===== src/design/alx_pkg.sv =====
// Package of opcodes, widths and field positions for the arithmetic and logic execution block.
package alx_pkg;
   localparam int DATA_W = 8;
   localparam int PTR_W  = 16;
   localparam int LIT6_W = 6;
   localparam int IDX_W  = 7;
   localparam int MSB    = 7;
   localparam int NIB_W  = 4;
   typedef enum logic [2:0] {
      ALX_OP_NONE     = 3'h0,
      ALX_OP_PTR_ADD  = 3'h1,
      ALX_OP_AND_IMM  = 3'h2,
      ALX_OP_ADD_IMM  = 3'h3,
      ALX_OP_AND_MEM  = 3'h4,
      ALX_OP_ADD_MEM  = 3'h5,
      ALX_OP_ASR      = 3'h6,
      ALX_OP_ADD_CIN  = 3'h7
   } alx_op_t;
   localparam logic       DEST_ACC  = 1'h0;
   localparam logic       DEST_MEM  = 1'h1;
   localparam logic [7:0] ACC_RST   = 8'h00;
   localparam logic [15:0] PTR_RST  = 16'h0000;
endpackage : alx_pkg


===== src/design/alx_adder.sv =====
// Eight-bit adder with carry in, carry out of bit 7 and carry out of bit 3.
`timescale 1ns/1ps
`default_nettype none
module alx_adder
   import alx_pkg::*;
(
   input  wire logic [DATA_W-1:0] a,
   input  wire logic [DATA_W-1:0] b,
   input  wire logic              cin,
   output logic      [DATA_W-1:0] sum,
   output logic                   cout,
   output logic                   nib_cout
);
   logic [NIB_W:0]  lo;
   logic [NIB_W:0]  hi;
   always_comb begin
      lo       = {1'b0, a[NIB_W-1:0]} + {1'b0, b[NIB_W-1:0]} + {{NIB_W{1'b0}}, cin};
      hi       = {1'b0, a[DATA_W-1:NIB_W]} + {1'b0, b[DATA_W-1:NIB_W]} + {{NIB_W{1'b0}}, lo[NIB_W]};
      sum      = {hi[NIB_W-1:0], lo[NIB_W-1:0]};
      nib_cout = lo[NIB_W];
      cout     = hi[NIB_W];
   end
endmodule // alx_adder
`default_nettype wire


===== src/design/alx_exec.sv =====
// Execution datapath for the accumulator, flag and pointer-offset instructions.
`timescale 1ns/1ps
`default_nettype none
////////////////////////////////////////////////////////////////////////////////
// Overview of operation
// - Pointer add: sign-extended 6-bit literal, flags kept.
// - Pointer sum wraps modulo 65536.
// - AND immediate into accumulator, zero flag only.
// - Add immediate into accumulator, sets carry, nibble, zero.
// - AND memory, destination bit selects, Z only.
// - Add memory, destination bit selects, carry nibble zero.
// - Shift right keeping bit 7, bit0 to C.
// - Add with carry in, destination selected, three flags.
module alx_exec
   import alx_pkg::*;
(
   input  wire logic              clk_sys,
   input  wire logic              srst,
   input  wire logic              op_valid,
   input  wire alx_op_t           op_code,
   input  wire logic [DATA_W-1:0] op_literal,
   input  wire logic [LIT6_W-1:0] op_ptr_literal,
   input  wire logic              op_ptr_sel,
   input  wire logic              op_dest,
   input  wire logic [IDX_W-1:0]  op_mem_index,
   input  wire logic [DATA_W-1:0] mem_operand,
   input  wire logic [PTR_W-1:0]  ptr0_in,
   input  wire logic [PTR_W-1:0]  ptr1_in,
   input  wire logic [DATA_W-1:0] acc_in,
   input  wire logic              carry_in,
   output logic      [DATA_W-1:0] acc_q,
   output logic                   acc_we_q,
   output logic      [DATA_W-1:0] mem_wdata_q,
   output logic      [IDX_W-1:0]  mem_index_q,
   output logic                   mem_we_q,
   output logic      [PTR_W-1:0]  ptr_q,
   output logic                   ptr_sel_q,
   output logic                   ptr_we_q,
   output logic                   flag_c_q,
   output logic                   flag_low_nibble_out_q,
   output logic                   flag_z_q,
   output logic                   flags_we_q
);
   ////////////////////////////////////////////////////////////////////////////////
   // Flags are written back whole; an untouched carry passes carry_in through, untouched nibble and zero keep their registered value.
   function automatic logic is_zero(input logic [DATA_W-1:0] v);
      return v == {DATA_W{1'b0}};
   endfunction

   logic [DATA_W-1:0] add_b;
   logic              add_cin;
   logic [DATA_W-1:0] add_sum;
   logic              add_c;
   logic              add_low_nibble_out;

   always_comb begin
      add_b   = (op_code == ALX_OP_ADD_IMM) ? op_literal : mem_operand;
      add_cin = (op_code == ALX_OP_ADD_CIN) ? carry_in : 1'b0;
   end

   alx_adder u_add (
      .a        (acc_in),
      .b        (add_b),
      .cin      (add_cin),
      .sum      (add_sum),
      .cout     (add_c),
      .nib_cout (add_low_nibble_out)
   );

   logic [DATA_W-1:0] acc_d;
   logic              acc_we_d;
   logic [DATA_W-1:0] mem_wdata_d;
   logic [IDX_W-1:0]  mem_index_d;
   logic              mem_we_d;
   logic [PTR_W-1:0]  ptr_d;
   logic              ptr_sel_d;
   logic              ptr_we_d;
   logic              c_d;
   logic              low_nibble_out_d;
   logic              z_d;
   logic              flags_we_d;
   logic [DATA_W-1:0] res;
   logic              to_mem;
   logic [PTR_W-1:0]  ptr_src;

   always_comb begin
      res         = acc_in;
      to_mem      = 1'b0;
      acc_d       = acc_q;
      acc_we_d    = 1'b0;
      mem_wdata_d = mem_wdata_q;
      mem_index_d = op_mem_index;
      mem_we_d    = 1'b0;
      ptr_src     = op_ptr_sel ? ptr1_in : ptr0_in;
      ptr_d       = ptr_q;
      ptr_sel_d   = op_ptr_sel;
      ptr_we_d    = 1'b0;
      c_d         = carry_in;
      low_nibble_out_d = flag_low_nibble_out_q;
      z_d         = flag_z_q;
      flags_we_d  = 1'b0;
      if (op_valid) begin
         case (op_code)
            ALX_OP_PTR_ADD: begin
               // Sixteen-bit add drops the carry out, so the pointer wraps both ways.
               ptr_d    = ptr_src + {{(PTR_W-LIT6_W){op_ptr_literal[LIT6_W-1]}}, op_ptr_literal};
               ptr_we_d = 1'b1;
            end
            ALX_OP_AND_IMM: begin
               res = acc_in & op_literal;
               z_d = is_zero(res);
               low_nibble_out_d = flag_low_nibble_out_q;
               flags_we_d = 1'b1;
            end
            ALX_OP_AND_MEM: begin
               res    = acc_in & mem_operand;
               to_mem = (op_dest == DEST_MEM);
               z_d    = is_zero(res);
               flags_we_d = 1'b1;
            end
            ALX_OP_ADD_IMM, ALX_OP_ADD_MEM, ALX_OP_ADD_CIN: begin
               res    = add_sum;
               to_mem = (op_code != ALX_OP_ADD_IMM) && (op_dest == DEST_MEM);
               c_d    = add_c;
               low_nibble_out_d = add_low_nibble_out;
               z_d    = is_zero(res);
               flags_we_d = 1'b1;
            end
            ALX_OP_ASR: begin
               res    = {mem_operand[MSB], mem_operand[MSB:1]};
               to_mem = (op_dest == DEST_MEM);
               c_d    = mem_operand[0];
               z_d    = is_zero(res);
               flags_we_d = 1'b1;
            end
            default: begin
               flags_we_d = 1'b0;
            end
         endcase
         if (op_code != ALX_OP_PTR_ADD && op_code != ALX_OP_NONE) begin
            if (to_mem) begin
               mem_wdata_d = res;
               mem_we_d    = 1'b1;
            end else begin
               acc_d    = res;
               acc_we_d = 1'b1;
            end
         end
      end
   end

   always_ff @(posedge clk_sys) begin
      if (srst) begin
         acc_q       <= ACC_RST;
         acc_we_q    <= 1'b0;
         mem_wdata_q <= ACC_RST;
         mem_index_q <= '0;
         mem_we_q    <= 1'b0;
         ptr_q       <= PTR_RST;
         ptr_sel_q   <= 1'b0;
         ptr_we_q    <= 1'b0;
         flag_c_q    <= 1'b0;
         flag_low_nibble_out_q <= 1'b0;
         flag_z_q    <= 1'b0;
         flags_we_q  <= 1'b0;
      end else begin
         acc_q       <= acc_d;
         acc_we_q    <= acc_we_d;
         mem_wdata_q <= mem_wdata_d;
         mem_index_q <= mem_index_d;
         mem_we_q    <= mem_we_d;
         ptr_q       <= ptr_d;
         ptr_sel_q   <= ptr_sel_d;
         ptr_we_q    <= ptr_we_d;
         flag_c_q    <= c_d;
         flag_low_nibble_out_q <= low_nibble_out_d;
         flag_z_q    <= z_d;
         flags_we_q  <= flags_we_d;
      end
   end

   ////////////////////////////////////////////////////////////////////////////////
   property p_ptr_flags;
      @(posedge clk_sys) disable iff (srst)
      (op_valid && op_code == ALX_OP_PTR_ADD) |=> (!flags_we_q && ptr_we_q && !acc_we_q && !mem_we_q
         && flag_c_q == $past(carry_in) && flag_low_nibble_out_q == $past(flag_low_nibble_out_q)
         && flag_z_q == $past(flag_z_q));
   endproperty
   a_ptr_flags: assert property (p_ptr_flags) else $error("pointer add touched flags");

   property p_ptr_sum;
      @(posedge clk_sys) disable iff (srst)
      (op_valid && op_code == ALX_OP_PTR_ADD) |=>
         ptr_q == 16'($past(ptr_src) + {{(PTR_W-LIT6_W){$past(op_ptr_literal[LIT6_W-1])}}, $past(op_ptr_literal)});
   endproperty
   a_ptr_sum: assert property (p_ptr_sum) else $error("pointer sum wrong");

   property p_and_imm;
      @(posedge clk_sys) disable iff (srst)
      (op_valid && op_code == ALX_OP_AND_IMM) |=>
         (acc_we_q && acc_q == ($past(acc_in) & $past(op_literal)) && flag_c_q == $past(carry_in)
          && flag_low_nibble_out_q == $past(flag_low_nibble_out_q));
   endproperty
   a_and_imm: assert property (p_and_imm) else $error("and immediate wrong");

   property p_add_imm;
      @(posedge clk_sys) disable iff (srst)
      (op_valid && op_code == ALX_OP_ADD_IMM) |=>
         ({flag_c_q, acc_q} == {1'b0, $past(acc_in)} + {1'b0, $past(op_literal)}) && acc_we_q;
   endproperty
   a_add_imm: assert property (p_add_imm) else $error("add immediate wrong");

   property p_and_mem_dest;
      @(posedge clk_sys) disable iff (srst)
      (op_valid && op_code == ALX_OP_AND_MEM && op_dest == DEST_MEM) |=>
         (mem_we_q && !acc_we_q && mem_wdata_q == ($past(acc_in) & $past(mem_operand)));
   endproperty
   a_and_mem_dest: assert property (p_and_mem_dest) else $error("and memory destination wrong");

   property p_add_mem;
      @(posedge clk_sys) disable iff (srst)
      (op_valid && op_code == ALX_OP_ADD_MEM && op_dest == DEST_ACC) |=>
         (acc_we_q && !mem_we_q && acc_q == 8'($past(acc_in) + $past(mem_operand)));
   endproperty
   a_add_mem: assert property (p_add_mem) else $error("add memory wrong");

   property p_asr;
      @(posedge clk_sys) disable iff (srst)
      (op_valid && op_code == ALX_OP_ASR) |=>
         (flag_c_q == $past(mem_operand[0]) && flag_low_nibble_out_q == $past(flag_low_nibble_out_q)
          && (mem_we_q ? mem_wdata_q : acc_q) == {$past(mem_operand[MSB]), $past(mem_operand[MSB:1])});
   endproperty
   a_asr: assert property (p_asr) else $error("shift right wrong");

   property p_add_cin;
      @(posedge clk_sys) disable iff (srst)
      (op_valid && op_code == ALX_OP_ADD_CIN && op_dest == DEST_MEM) |=>
         ({flag_c_q, mem_wdata_q} == {1'b0, $past(acc_in)} + {1'b0, $past(mem_operand)} + 9'($past(carry_in)));
   endproperty
   a_add_cin: assert property (p_add_cin) else $error("add with carry wrong");

   property p_zero;
      @(posedge clk_sys) disable iff (srst)
      flags_we_q |-> (flag_z_q == ((mem_we_q ? mem_wdata_q : acc_q) == 8'h00));
   endproperty
   a_zero: assert property (p_zero) else $error("zero flag wrong");
endmodule // alx_exec
`default_nettype wire


===== config.mk =====
export PLATFORM = sky130hd
export DESIGN_NAME = alx_exec
export DESIGN_NICKNAME = d
export VERILOG_FILES = /design/src/design/alx_pkg.sv /design/src/design/alx_adder.sv /design/src/design/alx_exec.sv
export SDC_FILE = /design/constraint.sdc
export NUM_CORES = 1
export LEC_CHECK = 0
export BUFFER_PORTS_ARGS = -buffer_cell sky130_fd_sc_hd__buf_2
export CAP_MARGIN = 20
export CORE_AREA = 2 2 121 76
export DETAILED_ROUTE_END_ITERATION = 16
export DIE_AREA = 0 0 123 78
export GPL_ROUTABILITY_DRIVEN = 0
export HOLD_SLACK_MARGIN = 0.15
export PLACE_DENSITY = 0.71
export SYNTH_ARGS = -nofsm -noshare
export SYNTH_HDL_FRONTEND = slang
export SYNTH_SLANG_ARGS = --single-unit

===== constraint.sdc =====
create_clock -name clk_sys -period 3.6 [get_ports clk_sys]
set_input_delay 0 -clock clk_sys [delete_from_list [all_inputs] [get_ports clk_sys]]
set_output_delay 0 -clock clk_sys [all_outputs]
set_load 0.1 [all_outputs]

# After elaboration in Yosys (flattened, before gate mapping)
# Cells that the tools add are included.
# classes
addsub	5
n_mux	13
multipliers	0
shifts	0
bitwise_logic	5
reduce_logical	18
n_div	0
magnitude_cmp	0
eq_ne	9
# op_table
cell	n
$logic_not 8->1	4
$pmux 8 s4	1
$add 16x16->16	1
$and 8x8->8	2
$mux 16	1
$eq 3x3->1 const B	4
$add 4x4->5	2
$add 5x1->5	2
$mux 8	1
$mux 1	7
$eq 3x2->1 const B	2
$reduce_and 2->1	3
$reduce_and 3->1	2
$reduce_or 3->1	2
$reduce_or 6->1	1
$pmux 1 s2	2
$pmux 1 s4	1
$reduce_bool 4->1	1
$reduce_or 2->1	2
$eq 3x1->1 const B	1
$ne 3x1->1 const B	1
$ne 3x2->1 const B	1
$not 1->1	3
$reduce_bool 3->1	1
$logic_and 1x1->1	2
# totals
register_bits	47
rom_bits	0
latch_bits	0
out_inout_bits	47
memories	0
ramBits	0
word_cells	62

# Logic depth before layout (Yosys ltp)
# logic_depth
word_depth	7
mapped_depth	14

# Hierarchy
# A second synthesis with hierarchy kept.
# unflattened
cells_unflattened	427
area_unflattened_um2	3369.5
# by_module_without_submodules
mod	area_per_inst_um2	cells_each	instances
alx_exec	3081.7	394	1
alx_adder	287.8	33	1

# Worst setup path after synthesis
# No wires, ideal clock.
# synth_path
path_type	input port to flip-flop
from	in op_code[1]
to	reg flag_z_q
cell_stages	14
t_arrival_ns	3.465
setup_time_ns	0.074
setup_slack_ns	0.060
t_required_ns	3.526
path_buffers	1
path_cell_list	buf_2 nand3_1 mux2_2 fa_1 fa_1 a21o_1 a21o_1 fa_1 inv_1 fa_1 or4b_1 nor4_1 nand3_1 a31oi_1
# synth_via
elab_chain_cells	7
elab_cells_between_ends	17
# synth_rtl
item	line	source
start: declaration	alx_exec.sv:20	input wire alx_op_t op_code,
$eq 3x2->1	alx_exec.sv:57	add_b = (op_code == ALX_OP_ADD_IMM) ? op_literal : mem_operand;
$mux 8	alx_exec.sv:57	
$add 4x4->5	alx_adder.sv:17	lo = {1'b0, a[NIB_W-1:0]} + {1'b0, b[NIB_W-1:0]} + {{NIB_W{1'b0}}, cin};
$add 5x1->5 *	alx_adder.sv:17	
net add_low_nibble_out	alx_exec.sv:54	logic add_low_nibble_out;
$add 5x1->5 *	alx_adder.sv:18	hi = {1'b0, a[DATA_W-1:NIB_W]} + {1'b0, b[DATA_W-1:NIB_W]} + {{NIB_W{1'b0}}, lo[NIB_W]};
$logic_not 8->1 *	alx_exec.sv:47	return v == {DATA_W{1'b0}};
$pmux 1 s4 *	alx_exec.sv:103	case (op_code)
end signal: assignment	alx_exec.sv:177	flag_z_q <= z_d;
end: declaration	alx_exec.sv:41	output logic flag_z_q,
# The timed path passes the listed nets; every way through them passes the cells marked *.
# A chain may end at the register's enable or synchronous reset.

# Final worst setup path
# layout_path
from	in carry_in
to	reg flag_z_q
# layout_via
elab_chain_cells	5
# layout_rtl
item	line	source
start: declaration	alx_exec.sv:30	input wire logic carry_in,
$mux 1	alx_exec.sv:58	add_cin = (op_code == ALX_OP_ADD_CIN) ? carry_in : 1'b0;
$add 5x1->5	alx_adder.sv:17	
net add_low_nibble_out	alx_exec.sv:54	
$add 5x1->5	alx_adder.sv:18	
$logic_not 8->1	alx_exec.sv:47	
$pmux 1 s4	alx_exec.sv:103	
# The timed path passes the listed nets, and every way through them passes these cells.

==> impl_summary.md <==
Run status
The run finished with clean final reports.

Synth
Counting flops with a built-in enable in the synthesized netlist gives 0. The mapped netlist covers 3320 um2. dfxtp_1 takes more of the synthesized area than any other cell. Yosys instantiated no cell more often than dfxtp_1.

Synthesis produced a netlist whose cell count is 383. The dominant synthesized flop cell is dfxtp_1. The proportion of register bits with asynchronous set or reset after synthesis is 0%. In this run the mean area of a mapped cell was 8.68 um2. When the netlist entered floorplanning its net count stood at 487.

The synthesized design devotes to its leading area cell type 28.3% of total area. By area the synthesized netlist is led by dfxtp_1, ha_1, mux2_2. The number of warnings reported in the yosys synthesis log is 0. The commonest cells after synthesis are dfxtp_1, nor2_1, a21oi_1. Sequential elements use 28.3% of the synthesized area. Synthesis instantiated 68 different standard cells from the library. Synthesis inferred 47 register bits.

Clocking
The clock tree from TritonCTS is done. After clock tree synthesis, the clock-pin slew on the worst setup and hold paths is 0.06 ns. The clock tree root buffer cell is clkbuf_16. Buffers inserted during clock tree synthesis total 5.

At the later pin of the worst-skew pair, clock insertion delay measures 0.29 ns. The count of instances resized after the clock tree is built is 0. The number of H-tree levels is 2. The buffer depth of the longest clock path is 2. Counting every sink on the clock net gives 47.

Route
For this run, the detailed router's first-pass iteration total came to 5. The total routed wirelength is 10,900 um. Dividing the detail-routed wire length by the instance count gives 17.2 um. The number of vias in the routed layout is 3,570. The count of antenna-violating nets left after detailed routing is 0. After detailed routing, the number of vias per cell comes to 5.65.

The initial detailed-routing violation count is 388. After detailed routing, the number of remaining DRC violations is 0.

Flow run
The tool flagged a number of max-cap violations equal to 0.

STA
The post-route setup TNS is 0 ns. The relative slew slack is 37.1%. The worst-margin pin slew is 0.944 ns. The final hold violation count is 0. Final hold analysis gives a worst-case slack of 0.168 ns.

The worst-case clock skew is 0 ns. The count of final max-slew check failures is 0. The final number of setup-violating endpoints is 0. After layout, the minimum clock period comes to 3.48 ns. Based on the critical path, the design can be clocked at up to 288 MHz.

Setup repair after global routing left no endpoint under its margin. The portion of the clock cycle consumed by the worst path in the final layout is 96.6%.

Critical path
At the worst endpoint, the arrival time is 3.70 ns. STA puts the critical path data required time at 3.82 ns. STA classifies the critical path endpoint as a flip-flop. The critical path class is in -> reg.

Of all nets on the critical path, the largest fanout is 2. The worst setup path is launched from an input pin.

Power
The maximum ir drop on the vdd rail is 0.191 mV. Of the total power, combinational logic draws 39.9%. Of the total power, the clock network draws 27.3%.

The analysis attributes to cell leakage a power of 1.99 nW. The internal power of the cells is 1.02 mW. The switching portion of total power is 39.9%. The analysis attributes to net switching a power of 681 uW. The ratio of total power to cell area is 391 nW/um2. The share of power burned in registers is 32.8%.

Floorplan
The width of the die is 123 um. For this configuration, the core starts out at a cell density of 39.6%. The floorplan step defined a die boundary enclosing 9590 um2. The chip height is 78 um. The area of the core is 8390 um2. The initialized floorplan defines 26 standard-cell rows. For this design the top-level I/O count stands at 125.

Global route
The first global-routing pass estimated 17,200 um of wire. Across every metal layer, demand over resource in global routing totals 22.6%. The number of global-route vias before repair is 3,399.

The number of antenna violations at the first check in global routing is 0. The aggregate global routing overflow is 0. Entering global routing, the biggest net connects 51 pins.

Finish
The number of nets in the layout is 623. The repair_antennas step left the layout with diodes totalling 0. The core utilization of the finished layout is 51.9%. The count of cells in the finished layout, fillers not included, comes to 632.

The share of post-route cells with drive strength above 1 is 34.0%. The signed area change from the synthesized netlist to the final layout is 31.1%. The fill cell instance count of the final layout is 795.

Min path
The path type of the worst min-delay path is in -> reg.

Placement
The quantity of I/O buffers inserted on ports is 124. The placed wire-length estimate after detailed placement is 8290 um. The placed cell count is 609.
[path summary, 6_finish.rpt]
check                          from                endpoint  slack [ns]  cells after the start
min               op_ptr_literal[1]   ptr_q[1]$_SDFFE_PP0P_        0.17                      4
min reg2reg   ptr_q[9]$_SDFFE_PP0P_   ptr_q[9]$_SDFFE_PP0P_        0.45                      2
max reg2reg  ptr_q[12]$_SDFFE_PP0P_  ptr_q[12]$_SDFFE_PP0P_        2.78                      3
max                        carry_in   flag_z_q$_SDFFE_PP0P_        0.12                     15
[what timing repair did]
item | in CTS | in global routing
endpoints found under the hold margin | 12 | 0
hold buffers | 15 | 0
setup buffers | 0 | 0
[kinds of logic (layout without fill, tap and decap cells)]
kind of cell / Yosys count / count (layout) / share of synthesized area, %
AOI/OAI and AO/OA: 128 / 128 / 27.2
xor gates and xnor gates: 11 / 11 / 2.90
adders and majority gates: 26 / 26 / 10.9
buffers and inverters: 28 / 165 / 3.46
DFF: 47 / 47 / 28.3
muxes: 26 / 26 / 8.66
and+or+nand+nor: 117 / 117 / 18.6
[layout make-up]
cell class	count	area (um2)	area share, %
tap	112	140	3.22
inverter	11	41.3	0.947
sequential	47	941	21.6
multi-input combinational	308	2270	52.1
clock buffer	5	125	2.87
timing repair buffer	146	823	18.9
clock inverter	3	18.8	0.431
[metal layers]
| layer | wire length, um | global-route usage (%) |
|---|---|---|
| met2 | 4410 | 32.6 |
| met1 | 5020 | 32.3 |
| met4 | 194 | 6.36 |
| met3 | 1230 | 6.84 |
| met5 | 0 | 0 |
[state kept, by name, summed over array words and instances, names as in the netlist, 7 cells and up]
name,cells
mem_index_q,7
ptr_q,16
mem_wdata_q,8
acc_q,8
[per-stage QoR]
stage	power (mW)	cell area [um2]	setup WS (ns)
floorplan	1.06	3320	0.0604
global placement	1.21	4060	0.146
detailed placement	1.23	4060	0.0308
CTS	1.71	4360	0.175
global route	1.79	4360	0.0110
finish	1.71	4360	0.122
[power by group through the flow]
stage | sequential [mW] | combinational (mW) | clock [mW]
global route | 0.563 | 0.728 | 0.503
detailed placement | 0.571 | 0.656 | 0
CTS | 0.560 | 0.671 | 0.476
global placement | 0.570 | 0.641 | 0
floorplan | 0.763 | 0.297 | 0
finish | 0.560 | 0.680 | 0.466
[critical path: stages]
cell           delay, ns
dlygate4sd3_1       0.55
buf_2               0.13
nand2_1             0.06
nor3_1              0.05
fa_1                0.40
fa_1                0.41
a21o_1              0.17
a21o_1              0.21
fa_1                0.43
inv_1               0.09
fa_1                0.20
or4b_1              0.46
nor4_1              0.24
nand3_1             0.10
a31oi_1             0.17
[cell usage in the layout, fill, tap and decap left out, drive strengths merged, types with 2 or more instances in the layout]
cell type | synthesis | layout
clkinv | 1 | 3
nand2 | 31 | 31
mux2i | 4 | 4
ha | 21 | 21
fa | 5 | 5
buf | 8 | 131
a222oi | 3 | 3
nor2b | 15 | 15
nand3b | 3 | 3
inv | 10 | 11
a22oi | 6 | 6
nand4 | 2 | 2
o21bai | 2 | 2
nand2b | 2 | 2
a21oi | 32 | 32
a211oi | 20 | 20
nor3b | 3 | 3
and3 | 4 | 4
nor3 | 10 | 10
nor2 | 32 | 32
xnor2 | 8 | 8
dfxtp | 47 | 47
mux2 | 22 | 22
nor4 | 3 | 3
a21o | 7 | 7
nor4b | 2 | 2
a31oi | 4 | 4
o211ai | 7 | 7
clkbuf | 9 | 5
a2111o | 2 | 2
a221oi | 3 | 3
nand3 | 7 | 7
xor2 | 3 | 3
o21a | 6 | 6
a211o | 3 | 3
dlygate4sd3 | 0 | 15
o21ai | 20 | 20
No activity file was read; power rests on OpenSTA's default activity.
